## config.mk

```make
export PLATFORM = sky130hd
export DESIGN_NAME = fcs_sequencer
export DESIGN_NICKNAME = d
export VERILOG_FILES = /design/src/core/fcs_pkg.sv /design/src/core/fcs_sequencer.sv /design/src/core/fcs_sync.sv /design/src/core/fcs_divided_flash_clock_div.sv
export SDC_FILE = /design/constraint.sdc
export NUM_CORES = 1
export LEC_CHECK = 0
export ABC_AREA = 0
export BUFFER_PORTS_ARGS = -buffer_cell sky130_fd_sc_hd__buf_4
export CAP_MARGIN = 10
export CORE_MARGIN = 5
export CORE_UTILIZATION = 25
export DETAILED_ROUTE_END_ITERATION = 12
export PLACE_DENSITY = 0.44
export SKIP_CTS_REPAIR_TIMING = 1
export SLEW_MARGIN = 20
export SYNTH_ARGS = -nofsm -noshare
export SYNTH_HDL_FRONTEND = slang
export SYNTH_HIERARCHICAL = 1
export SYNTH_SLANG_ARGS = --single-unit
```

## constraint.sdc

```tcl
create_clock -name clk_i -period 2.94 [get_ports clk_i]
set_clock_uncertainty 0.2 [all_clocks]
set_input_delay 0.147 -clock clk_i [delete_from_list [all_inputs] [get_ports clk_i]]
set_output_delay 0.147 -clock clk_i [all_outputs]
set_load 0.02 [all_outputs]
```

## src/core/fcs_pkg.sv

```systemverilog
package fcs_pkg;

  // ----------------------------------------------------------------------
  // bus map
  // ----------------------------------------------------------------------
  localparam int          ADR_W         = 18;
  localparam int          ARRAY_BIT     = 17;
  localparam logic [17:0] REG_DIV_ADR   = 18'h00000;
  localparam logic [17:0] REG_STAT_ADR  = 18'h00004;
  localparam logic [17:0] REG_CMD_ADR   = 18'h00008;

  // ----------------------------------------------------------------------
  // field layout
  // ----------------------------------------------------------------------
  localparam int          DIV_W         = 7;
  localparam int          DIV_SET_BIT   = 7;
  localparam int          ST_CBEF_BIT   = 7;
  localparam int          ST_CCF_BIT    = 6;
  localparam int          ST_ACCERR_BIT = 4;
  localparam int          ROW_LSB       = 6;
  localparam logic [15:0] PAGE_MASK     = 16'hfe00;
  localparam logic [5:0]  ROW_START     = 6'h00;

  // ----------------------------------------------------------------------
  // command codes
  // ----------------------------------------------------------------------
  localparam logic [7:0]  CMD_BLANK     = 8'h05;
  localparam logic [7:0]  CMD_BYTE      = 8'h20;
  localparam logic [7:0]  CMD_BURST     = 8'h25;
  localparam logic [7:0]  CMD_PAGE      = 8'h40;
  localparam logic [7:0]  CMD_MASS      = 8'h41;

  // ----------------------------------------------------------------------
  // timing in divided flash clock cycles
  // ----------------------------------------------------------------------
  localparam int          CNT_W         = 15;
  localparam logic [14:0] CYC_BYTE      = 15'h0009;
  localparam logic [14:0] CYC_BURST     = 15'h0004;
  localparam logic [14:0] CYC_PAGE      = 15'h0fa0;
  localparam logic [14:0] CYC_MASS      = 15'h4e20;
  localparam logic [14:0] CYC_BLANK     = 15'h0009;
  localparam logic [14:0] CYC_LAST      = 15'h0001;
  localparam int          CLK_HZ        = 10_000_000;
  localparam int          DIVIDED_FLASH_CLOCK_MIN_HZ   = 150_000;
  localparam int          DIVIDED_FLASH_CLOCK_MAX_HZ   = 200_000;
  localparam int          DIV_LO        = CLK_HZ / DIVIDED_FLASH_CLOCK_MAX_HZ - 1;
  localparam int          DIV_HI        = CLK_HZ / DIVIDED_FLASH_CLOCK_MIN_HZ - 1;

  // ----------------------------------------------------------------------
  // states
  // ----------------------------------------------------------------------
  typedef enum logic [1:0] {
    PH_IDLE = 2'b00,
    PH_ADDR = 2'b01,
    PH_CMD  = 2'b10
  } fcs_phase_t;

  typedef enum logic [0:0] {
    EX_IDLE = 1'b0,
    EX_RUN  = 1'b1
  } fcs_exec_t;

endpackage

```

## src/core/fcs_sequencer.sv

```systemverilog
// Contract
// - divider register takes one write only
// - byte program 9 cycles, burst byte 4
// - page erase 4000, mass erase 20000 cycles
// - array write latches command address and data
// - page erase selects page; data ignored otherwise
// - decode 05 blank, 20 byte, 25 burst
// - decode 40 page, 41 mass; others invalid
// - writing one to buffer empty launches command
// - writing zero before launch aborts, sets error
// - command complete flag shows finished execution
// - burst keeps pump on for queued same-row byte
// - first and new-row burst bytes take standard time
// - no queued burst byte turns pump off
// - access error blocks commands; write one clears
// - array write early or buffer full errors
// - second array or command write errors
// - out-of-order control register writes error; a command write with no array write before it is ignored
// - invalid command code sets access error
// - stop mode aborts running command with error
// - secured debug path allows only check, mass
//
// Local design decisions: the address map and the Wishbone register port.
`timescale 1ns/10ps
module fcs_sequencer (
  // clock and reset
  input  wire logic        clk_i,
  input  wire logic        rst_i,
  input  wire logic        ce_i,
  // wishbone slave
  input  wire logic        wb_cyc_i,
  input  wire logic        wb_stb_i,
  input  wire logic        wb_we_i,
  input  wire logic [17:0] wb_adr_i,
  input  wire logic [3:0]  wb_sel_i,
  input  wire logic [31:0] wb_dat_i,
  output logic      [31:0] wb_dat_o,
  output logic             wb_ack_o,
  // chip status
  input  wire logic        dbg_access_i,
  input  wire logic        stop_req_i,
  input  wire logic        secured_i,
  // flash array control
  output logic      [15:0] fl_addr_o,
  output logic      [7:0]  fl_data_o,
  output logic             fl_pump_o,
  output logic             fl_prog_o,
  output logic             fl_erase_o,
  output logic             fl_mass_o,
  output logic             fl_blank_o
);

  // ----------------------------------------------------------------------
  // state
  // ----------------------------------------------------------------------
  typedef struct packed {
    logic                      ack;
    logic [31:0]               rdata;
    logic [fcs_pkg::DIV_W-1:0] div;
    logic                      div_set;
    logic                      cbef;
    logic                      ccf;
    logic                      accerr;
    fcs_pkg::fcs_phase_t       phase;
    logic [15:0]               buf_addr;
    logic [7:0]                buf_data;
    logic [7:0]                buf_cmd;
    fcs_pkg::fcs_exec_t        ex;
    logic [15:0]               cur_addr;
    logic [7:0]                cur_data;
    logic [7:0]                cur_cmd;
    logic [fcs_pkg::CNT_W-1:0] cnt;
    logic                      pump;
  } fcs_seq_t;

  fcs_seq_t s_ff;
  fcs_seq_t nxt_s;

  logic       tick;
  logic [1:0] sync_lv;
  logic       stop_req;
  logic       secured;
  logic       req;
  logic       wr;
  logic       is_arr;
  logic       hit_div;
  logic       hit_stat;
  logic       hit_cmd;
  logic       err;
  logic       go_launch;
  logic       go_abort;
  logic       bad_cmd;
  logic       ex_start;
  logic       ex_done;
  logic       keep_burst;

  // ----------------------------------------------------------------------
  // helpers
  // ----------------------------------------------------------------------
  function automatic logic cmd_valid(input logic [7:0] c);
    cmd_valid = (c == fcs_pkg::CMD_BLANK) || (c == fcs_pkg::CMD_BYTE) ||
                (c == fcs_pkg::CMD_BURST) || (c == fcs_pkg::CMD_PAGE) ||
                (c == fcs_pkg::CMD_MASS);
  endfunction

  function automatic logic [14:0] cmd_cycles(input logic [7:0] c);
    case (c)
      fcs_pkg::CMD_PAGE:  cmd_cycles = fcs_pkg::CYC_PAGE;
      fcs_pkg::CMD_MASS:  cmd_cycles = fcs_pkg::CYC_MASS;
      fcs_pkg::CMD_BLANK: cmd_cycles = fcs_pkg::CYC_BLANK;
      default:            cmd_cycles = fcs_pkg::CYC_BYTE;
    endcase
  endfunction

  // stop and security come from other clock domains
  fcs_sync #(
    .W (2)
  ) u_sync (
    .clk_i   (clk_i),
    .rst_i   (rst_i),
    .ce_i    (ce_i),
    .async_i ({stop_req_i, secured_i}),
    .sync_o  (sync_lv)
  );

  assign stop_req = sync_lv[1];
  assign secured  = sync_lv[0];

  fcs_divided_flash_clock_div u_div (
    .clk_i  (clk_i),
    .rst_i  (rst_i),
    .ce_i   (ce_i),
    .en_i   (s_ff.div_set),
    .div_i  (s_ff.div),
    .tick_o (tick)
  );

  // ----------------------------------------------------------------------
  // next state
  // ----------------------------------------------------------------------
  always_comb
  begin
    nxt_s      = s_ff;
    err        = 1'b0;
    go_launch  = 1'b0;
    go_abort   = 1'b0;
    bad_cmd    = 1'b0;
    ex_start   = 1'b0;
    ex_done    = 1'b0;
    keep_burst = 1'b0;
    // one-cycle ack, so every request is answered, mapped or not
    nxt_s.ack  = wb_cyc_i & wb_stb_i & ~s_ff.ack;
    req        = nxt_s.ack;
    wr         = req & wb_we_i & wb_sel_i[0];
    is_arr     = wb_adr_i[fcs_pkg::ARRAY_BIT];
    hit_div    = ~is_arr & (wb_adr_i == fcs_pkg::REG_DIV_ADR);
    hit_stat   = ~is_arr & (wb_adr_i == fcs_pkg::REG_STAT_ADR);
    hit_cmd    = ~is_arr & (wb_adr_i == fcs_pkg::REG_CMD_ADR);

    // register reads
    if (req & ~wb_we_i)
    begin
      nxt_s.rdata = '0;
      if (hit_div)
      begin
        nxt_s.rdata[fcs_pkg::DIV_W-1:0]    = s_ff.div;
        nxt_s.rdata[fcs_pkg::DIV_SET_BIT]  = s_ff.div_set;
      end
      else if (hit_stat)
      begin
        nxt_s.rdata[fcs_pkg::ST_CBEF_BIT]   = s_ff.cbef;
        nxt_s.rdata[fcs_pkg::ST_CCF_BIT]    = s_ff.ccf;
        nxt_s.rdata[fcs_pkg::ST_ACCERR_BIT] = s_ff.accerr;
      end
      else if (hit_cmd)
        nxt_s.rdata[7:0] = s_ff.buf_cmd;
    end

    // execution engine
    case (s_ff.ex)
      fcs_pkg::EX_IDLE:
      begin
        if (~s_ff.cbef & ~stop_req)
        begin
          ex_start       = 1'b1;
          nxt_s.ex       = fcs_pkg::EX_RUN;
          nxt_s.cbef     = 1'b1;
          nxt_s.cur_cmd  = s_ff.buf_cmd;
          nxt_s.cnt      = cmd_cycles(s_ff.buf_cmd);
          nxt_s.pump     = (s_ff.buf_cmd != fcs_pkg::CMD_BLANK);
          // erase works on whole pages, data only matters when programming
          nxt_s.cur_addr = (s_ff.buf_cmd == fcs_pkg::CMD_PAGE) ?
                           (s_ff.buf_addr & fcs_pkg::PAGE_MASK) : s_ff.buf_addr;
          nxt_s.cur_data = ((s_ff.buf_cmd == fcs_pkg::CMD_BYTE) ||
                            (s_ff.buf_cmd == fcs_pkg::CMD_BURST)) ? s_ff.buf_data : '0;
        end
      end
      fcs_pkg::EX_RUN:
      begin
        if (stop_req)
        begin
          // queued work is dropped too, the array state is unknown
          nxt_s.ex   = fcs_pkg::EX_IDLE;
          nxt_s.pump = 1'b0;
          nxt_s.cbef = 1'b1;
          err        = 1'b1;
        end
        else if (tick)
        begin
          if (s_ff.cnt == fcs_pkg::CYC_LAST)
          begin
            ex_done    = 1'b1;
            keep_burst = (s_ff.cur_cmd == fcs_pkg::CMD_BURST) & ~s_ff.cbef &
                         (s_ff.buf_cmd == fcs_pkg::CMD_BURST) &
                         (s_ff.buf_addr[15:fcs_pkg::ROW_LSB] ==
                          s_ff.cur_addr[15:fcs_pkg::ROW_LSB]) &
                         (s_ff.buf_addr[fcs_pkg::ROW_LSB-1:0] != fcs_pkg::ROW_START);
            if (keep_burst)
            begin
              nxt_s.cbef     = 1'b1;
              nxt_s.cur_addr = s_ff.buf_addr;
              nxt_s.cur_data = s_ff.buf_data;
              nxt_s.cnt      = fcs_pkg::CYC_BURST;
            end
            else
            begin
              // a new row or a late byte restarts at standard time
              nxt_s.ex   = fcs_pkg::EX_IDLE;
              nxt_s.pump = 1'b0;
            end
          end
          else
            nxt_s.cnt = s_ff.cnt - fcs_pkg::CYC_LAST;
        end
      end
      default:
      begin
        nxt_s.ex   = fcs_pkg::EX_IDLE;
        nxt_s.pump = 1'b0;
      end
    endcase

    // array write, first step of every command
    if (wr & is_arr & ~s_ff.accerr)
    begin
      if (~s_ff.div_set | ~s_ff.cbef)
        err = 1'b1;
      else if (s_ff.phase != fcs_pkg::PH_IDLE)
        err = 1'b1;
      else
      begin
        nxt_s.buf_addr = wb_adr_i[15:0];
        nxt_s.buf_data = wb_dat_i[7:0];
        nxt_s.phase    = fcs_pkg::PH_ADDR;
      end
    end

    // divider: one write after reset, later ones dropped
    if (wr & hit_div)
    begin
      if (s_ff.phase != fcs_pkg::PH_IDLE)
        err = 1'b1;
      else if (~s_ff.div_set)
      begin
        nxt_s.div     = wb_dat_i[fcs_pkg::DIV_W-1:0];
        nxt_s.div_set = 1'b1;
      end
    end

    // command code
    if (wr & hit_cmd & ~s_ff.accerr)
    begin
      if (s_ff.phase == fcs_pkg::PH_CMD)
        err = 1'b1;
      else if (s_ff.phase == fcs_pkg::PH_ADDR)
      begin
        bad_cmd = ~cmd_valid(wb_dat_i[7:0]) |
                  (secured & dbg_access_i &
                   ((wb_dat_i[7:0] == fcs_pkg::CMD_BYTE) ||
                    (wb_dat_i[7:0] == fcs_pkg::CMD_BURST) ||
                    (wb_dat_i[7:0] == fcs_pkg::CMD_PAGE)));
        if (bad_cmd)
          err = 1'b1;
        else
        begin
          nxt_s.buf_cmd = wb_dat_i[7:0];
          nxt_s.phase   = fcs_pkg::PH_CMD;
        end
      end
    end

    // status: launch, abort, error clear
    if (wr & hit_stat)
    begin
      if (s_ff.phase == fcs_pkg::PH_CMD)
      begin
        if (wb_dat_i[fcs_pkg::ST_CBEF_BIT])
        begin
          go_launch   = 1'b1;
          nxt_s.cbef  = 1'b0;
          nxt_s.phase = fcs_pkg::PH_IDLE;
        end
        else
        begin
          go_abort = 1'b1;
          err      = 1'b1;
        end
      end
      else if (s_ff.phase == fcs_pkg::PH_ADDR)
      begin
        go_abort = ~wb_dat_i[fcs_pkg::ST_CBEF_BIT];
        err      = 1'b1;
      end
    end

    // any error cancels the partial command
    if (err)
      nxt_s.phase = fcs_pkg::PH_IDLE;

    // a new error wins over a clear in the same cycle
    nxt_s.accerr = (s_ff.accerr &
                    ~(wr & hit_stat & wb_dat_i[fcs_pkg::ST_ACCERR_BIT])) | err;
    nxt_s.ccf    = (nxt_s.ex == fcs_pkg::EX_IDLE) & nxt_s.cbef;
  end

  always_ff @(posedge clk_i)
  begin
    if (rst_i)
    begin
      s_ff      <= '0;
      s_ff.cbef <= 1'b1;
      s_ff.ccf  <= 1'b1;
    end
    else if (ce_i)
      s_ff <= nxt_s;
  end

  // ----------------------------------------------------------------------
  // outputs
  // ----------------------------------------------------------------------
  assign wb_ack_o   = s_ff.ack;
  assign wb_dat_o   = s_ff.rdata;
  assign fl_addr_o  = s_ff.cur_addr;
  assign fl_data_o  = s_ff.cur_data;
  assign fl_pump_o  = s_ff.pump;
  assign fl_prog_o  = (s_ff.ex == fcs_pkg::EX_RUN) &
                      ((s_ff.cur_cmd == fcs_pkg::CMD_BYTE) |
                       (s_ff.cur_cmd == fcs_pkg::CMD_BURST));
  assign fl_erase_o = (s_ff.ex == fcs_pkg::EX_RUN) & (s_ff.cur_cmd == fcs_pkg::CMD_PAGE);
  assign fl_mass_o  = (s_ff.ex == fcs_pkg::EX_RUN) & (s_ff.cur_cmd == fcs_pkg::CMD_MASS);
  assign fl_blank_o = (s_ff.ex == fcs_pkg::EX_RUN) & (s_ff.cur_cmd == fcs_pkg::CMD_BLANK);
endmodule

```

## src/core/fcs_sync.sv

```systemverilog
`timescale 1ns/10ps
module fcs_sync #(
  parameter int W = 2
) (
  // clock and reset
  input  wire logic         clk_i,
  input  wire logic         rst_i,
  input  wire logic         ce_i,
  // levels
  input  wire logic [W-1:0] async_i,
  output logic      [W-1:0] sync_o
);

  typedef struct packed {
    logic [W-1:0] meta;
    logic [W-1:0] q;
  } fcs_sync_t;

  fcs_sync_t s_ff;
  fcs_sync_t nxt_s;

  // first stage feeds only the second stage
  always_comb
  begin
    nxt_s      = s_ff;
    nxt_s.meta = async_i;
    nxt_s.q    = s_ff.meta;
  end

  always_ff @(posedge clk_i)
  begin
    if (rst_i)
      s_ff <= '0;
    else if (ce_i)
      s_ff <= nxt_s;
  end

  assign sync_o = s_ff.q;

endmodule

```

## src/core/fcs_divided_flash_clock_div.sv

```systemverilog
`timescale 1ns/10ps
module fcs_divided_flash_clock_div (
  // clock and reset
  input  wire logic                     clk_i,
  input  wire logic                     rst_i,
  input  wire logic                     ce_i,
  // setting
  input  wire logic                     en_i,
  input  wire logic [fcs_pkg::DIV_W-1:0] div_i,
  // divided flash clock, one bus cycle per period
  output logic                          tick_o
);

  typedef struct packed {
    logic [fcs_pkg::DIV_W-1:0] cnt;
    logic                      tick;
  } fcs_div_t;

  fcs_div_t s_ff;
  fcs_div_t nxt_s;

  // period is div_i + 1 bus cycles
  always_comb
  begin
    nxt_s      = s_ff;
    nxt_s.tick = 1'b0;
    if (!en_i)
      nxt_s.cnt = '0;
    else if (s_ff.cnt == div_i)
    begin
      nxt_s.cnt  = '0;
      nxt_s.tick = 1'b1;
    end
    else
      nxt_s.cnt = s_ff.cnt + 1'b1;
  end

  always_ff @(posedge clk_i)
  begin
    if (rst_i)
      s_ff <= '0;
    else if (ce_i)
      s_ff <= nxt_s;
  end

  assign tick_o = s_ff.tick;

endmodule

```

==> impl_metrics.env <==
export IMPL_status="finished clean"
export IMPL_worst_slew_pin_slew_ns=0.588
export IMPL_drc=0
export IMPL_synth_area_per_cell_sq_um=8.08
export IMPL_slowest_delay_ns=0.67
export IMPL_ys_seq_elements=115
export IMPL_dp_hpwl_mm=12.8
export IMPL_synth_area_sq_um=5990
export IMPL_dp_slack_ns=0.371
export IMPL_rsz0062_at_grt="no"
export IMPL_path_class="input port to flop"
export IMPL_multi_input_area_sq_um=3150
export IMPL_synth_area_leader_cell="dfxtp_1"
export IMPL_startpoint="wb_adr_i[9]"
export IMPL_maxCapViolations=0
export IMPL_viasPerCell=4.62
export IMPL_io_pins=125
export IMPL_crit_required_ns=3.03
export IMPL_yosys_warnings=6
export IMPL_die_h_um=165
export IMPL_worstSkewPairLatency_ns=0.42
export IMPL_yosys_top_cells_area="dfxtp_1 38%, buf_4 7.4%, a21oi_1 7.3%, nand2_1 7.3%, nor2_1 3.6%"
export IMPL_crit_end="s_ff[91]"
export IMPL_wl_met1_mm=8.69
export IMPL_r2r_cells=8
export IMPL_final_common_cell="nand2_1"
export IMPL_port_buffers=73
export IMPL_synth_enable_flop_cells=0
export IMPL_grt_start_max_net_pins=47
export IMPL_finalNetCount=887
export IMPL_die_area_sq_um=27200
export IMPL_nFillCells=2546
export IMPL_gp_congestion=0.758
export IMPL_ff2ff_setup_slack_ns=0.33
export IMPL_drv_slew=0
export IMPL_maxUsedRoutingLayer="met4"
export IMPL_antenna_found_initial=0
export IMPL_wl_per_cell_um=15.4
export IMPL_met3WireLength_um=857
export IMPL_power_leakage_nw=2.85
export IMPL_r2r_end="s_ff[1]"
export IMPL_cts_sinks=115
export IMPL_cts_buffers=17
export IMPL_grt_pass1_vias=4835
export IMPL_fin_crit_sh=0.897
export IMPL_first_pass_iters=5
export IMPL_grt_pass1_wl_mm=27.3
export IMPL_post_route_min_period_ns=2.64
export IMPL_crit_chain="dlygate4sd3_1 -> buf_4 -> nor4_2 -> nand4b_4 -> nor3_4 -> or4b_1 -> mux2i_1 -> nor2_1"
export IMPL_drive_gt1_frac=0.191
export IMPL_grt_overflow=0
export IMPL_diodes=0
export IMPL_ir_drop_v=0.000314
export IMPL_cts_buffer_depth=2
export IMPL_cts_tree="done"
export IMPL_yosysSeqAreaShare=0.384
export IMPL_synthCells=742
export IMPL_critPathCaptureType="flop"
export IMPL_arrival_ns=2.73
export IMPL_maxSlewHeadroom=0.604
export IMPL_ant_nets=0
export IMPL_start_util=0.255
export IMPL_async_reset_ff_frac=0
export IMPL_track_usage=0.128
export IMPL_fin_ws_ns=0.303
export IMPL_start_kind="input port"
export IMPL_cp_slowest_cell="or4b_1"
export IMPL_tns_ns=0
export IMPL_reg2reg_from="s_ff[17]"
export IMPL_core_sq_um=23500
export IMPL_cts_root_buf="clkbuf_16"
export IMPL_hp_class="input port to flop"
export IMPL_max_freq_mhz=379
export IMPL_cts_max_level=4
export IMPL_worstPathMaxFanout=7
export IMPL_synth_top_cell_area_share=0.384
export IMPL_drt_initial_drc_count=335
export IMPL_vias=5323
export IMPL_met2_length_mm=8.05
export IMPL_finalHoldViolCount=0
export IMPL_die_width_um=165
export IMPL_most_common_layout_cells="116 x nand2_1, 115 x dfxtp_1, 103 x buf_4"
export IMPL_wirelength_mm=17.7
export IMPL_finalSetupViolations=0
export IMPL_area_delta_synth_final_pct=27.2
export IMPL_seqCellArea_sq_um=2300
export IMPL_ys_types=67
export IMPL_rows=56
export IMPL_power_density_nw_per_um2=546
export IMPL_clk_pin_slew_ns=0.06
export IMPL_synth_ff_type="dfxtp_1"
## synthesized netlist by cell type (3+ instances only)
| cell type | number |
|---|---|
| nand2b_1 | 20 |
| a22oi_1 | 9 |
| nor3_1 | 18 |
| nand3_1 | 34 |
| mux2i_1 | 16 |
| clkbuf_1 | 29 |
| a31oi_1 | 3 |
| mux2_2 | 4 |
| o2bb2ai_1 | 3 |
| nor4b_1 | 6 |
| or4_1 | 3 |
| o21bai_1 | 4 |
| ha_1 | 3 |
| o21ai_0 | 16 |
| a211oi_1 | 11 |
| o32ai_1 | 4 |
| nand4_1 | 7 |
| nor2_1 | 57 |
| nand4b_1 | 4 |
| o22ai_1 | 3 |
| or2_2 | 3 |
| xnor2_1 | 17 |
| buf_2 | 4 |
| or3_1 | 9 |
| buf_6 | 3 |
| a21oi_1 | 88 |
| dfxtp_1 | 115 |
| o31ai_1 | 4 |
| o21a_1 | 4 |
| nor4_1 | 7 |
| nand2_1 | 116 |
| xor2_1 | 3 |
| and2_1 | 4 |
| inv_1 | 6 |
| buf_4 | 59 |
| o2111ai_1 | 7 |
## where the power goes
group	switching (mW)	leakage, nW	internal, mW	total (mW)
combinational	0.126	1.60	0.0885	0.215
clock	0.770	0.318	1.61	2.38
sequential	0.00431	0.927	1.57	1.57
## area by class of cell
cell class / count / area share
Clock buffer: 18 / 0.0576
Tap cell: 319 / 0.0523
Clock inverter: 14 / 0.0307
Multi-Input combinational cell: 548 / 0.412
Timing Repair Buffer: 133 / 0.142
Inverter: 6 / 0.00295
Sequential cell: 115 / 0.302
## layer usage
layer | vias to the layer above | GRT usage
met3 | 9 | 0.0367
met1 | 2487 | 0.183
li1 | 2709 | -
met5 | - | 0
met2 | 118 | 0.190
met4 | 0 | 0.0295
## registers in the layout, summed over array words and instances (netlist names)
signal,count
wb_dat_o,8
fl_pump_o,1
fl_data_o,8
s_ff,69
wb_ack_o,1
u_div/tick_o,1
u_sync/sync_o,2
fl_addr_o,16
u_div/s_ff,7
u_sync/nxt_s,2
## worst min path at each step
stage | slack, ns | depth (start not counted) | start | endpoint
floorplan | 0.02 | 1 | rst_i | u_sync/nxt_s[0]
global placement | 0.18 | 3 | stop_req_i | u_sync/nxt_s[1]
detailed placement | 0.19 | 3 | secured_i | u_sync/nxt_s[0]
CTS | -0.25 | 3 | secured_i | u_sync/nxt_s[0]
global route | 0.07 | 5 | wb_we_i | wb_dat_o[3]
finish | 0.04 | 6 | wb_sel_i[0] | s_ff[83]
## stage by stage
stage / instance area (sq um) / util / power, mW / std cells / hold WS, ns
4_1_cts: 7340 / 0.312 / 4.18 / 1124 / -0.248
3_3_place_gp: 6660 / 0.283 / 1.79 / 1092 / 0.181
3_5_place_dp: 6660 / 0.283 / 1.79 / 1092 / 0.193
5_1_grt: 7630 / 0.324 / 4.30 / 1153 / 0.0719
6_report: 7630 / 0.324 / 4.16 / 1153 / 0.0401
2_1_floorplan: 6080 / - / 1.73 / 765 / 0.0194
## critical path, delay by kind of cell
family        cells  cell delay [ns]
simple gates      5             1.68
buf+inv           2             0.68
mux               1             0.23
## cell families (layout without fill, tap and decap cells)
logic type,after synthesis,in the layout,synth area share
buf+inv,102,171,0.106
xor+xnor,21,21,0.0319
simple gates,315,315,0.271
compound gates,165,165,0.166
mux,20,20,0.0342
fa+ha+maj,3,3,0.00626
flops,115,115,0.384
other cells,1,24,0.000626
Power figures use the tool's default switching activity.
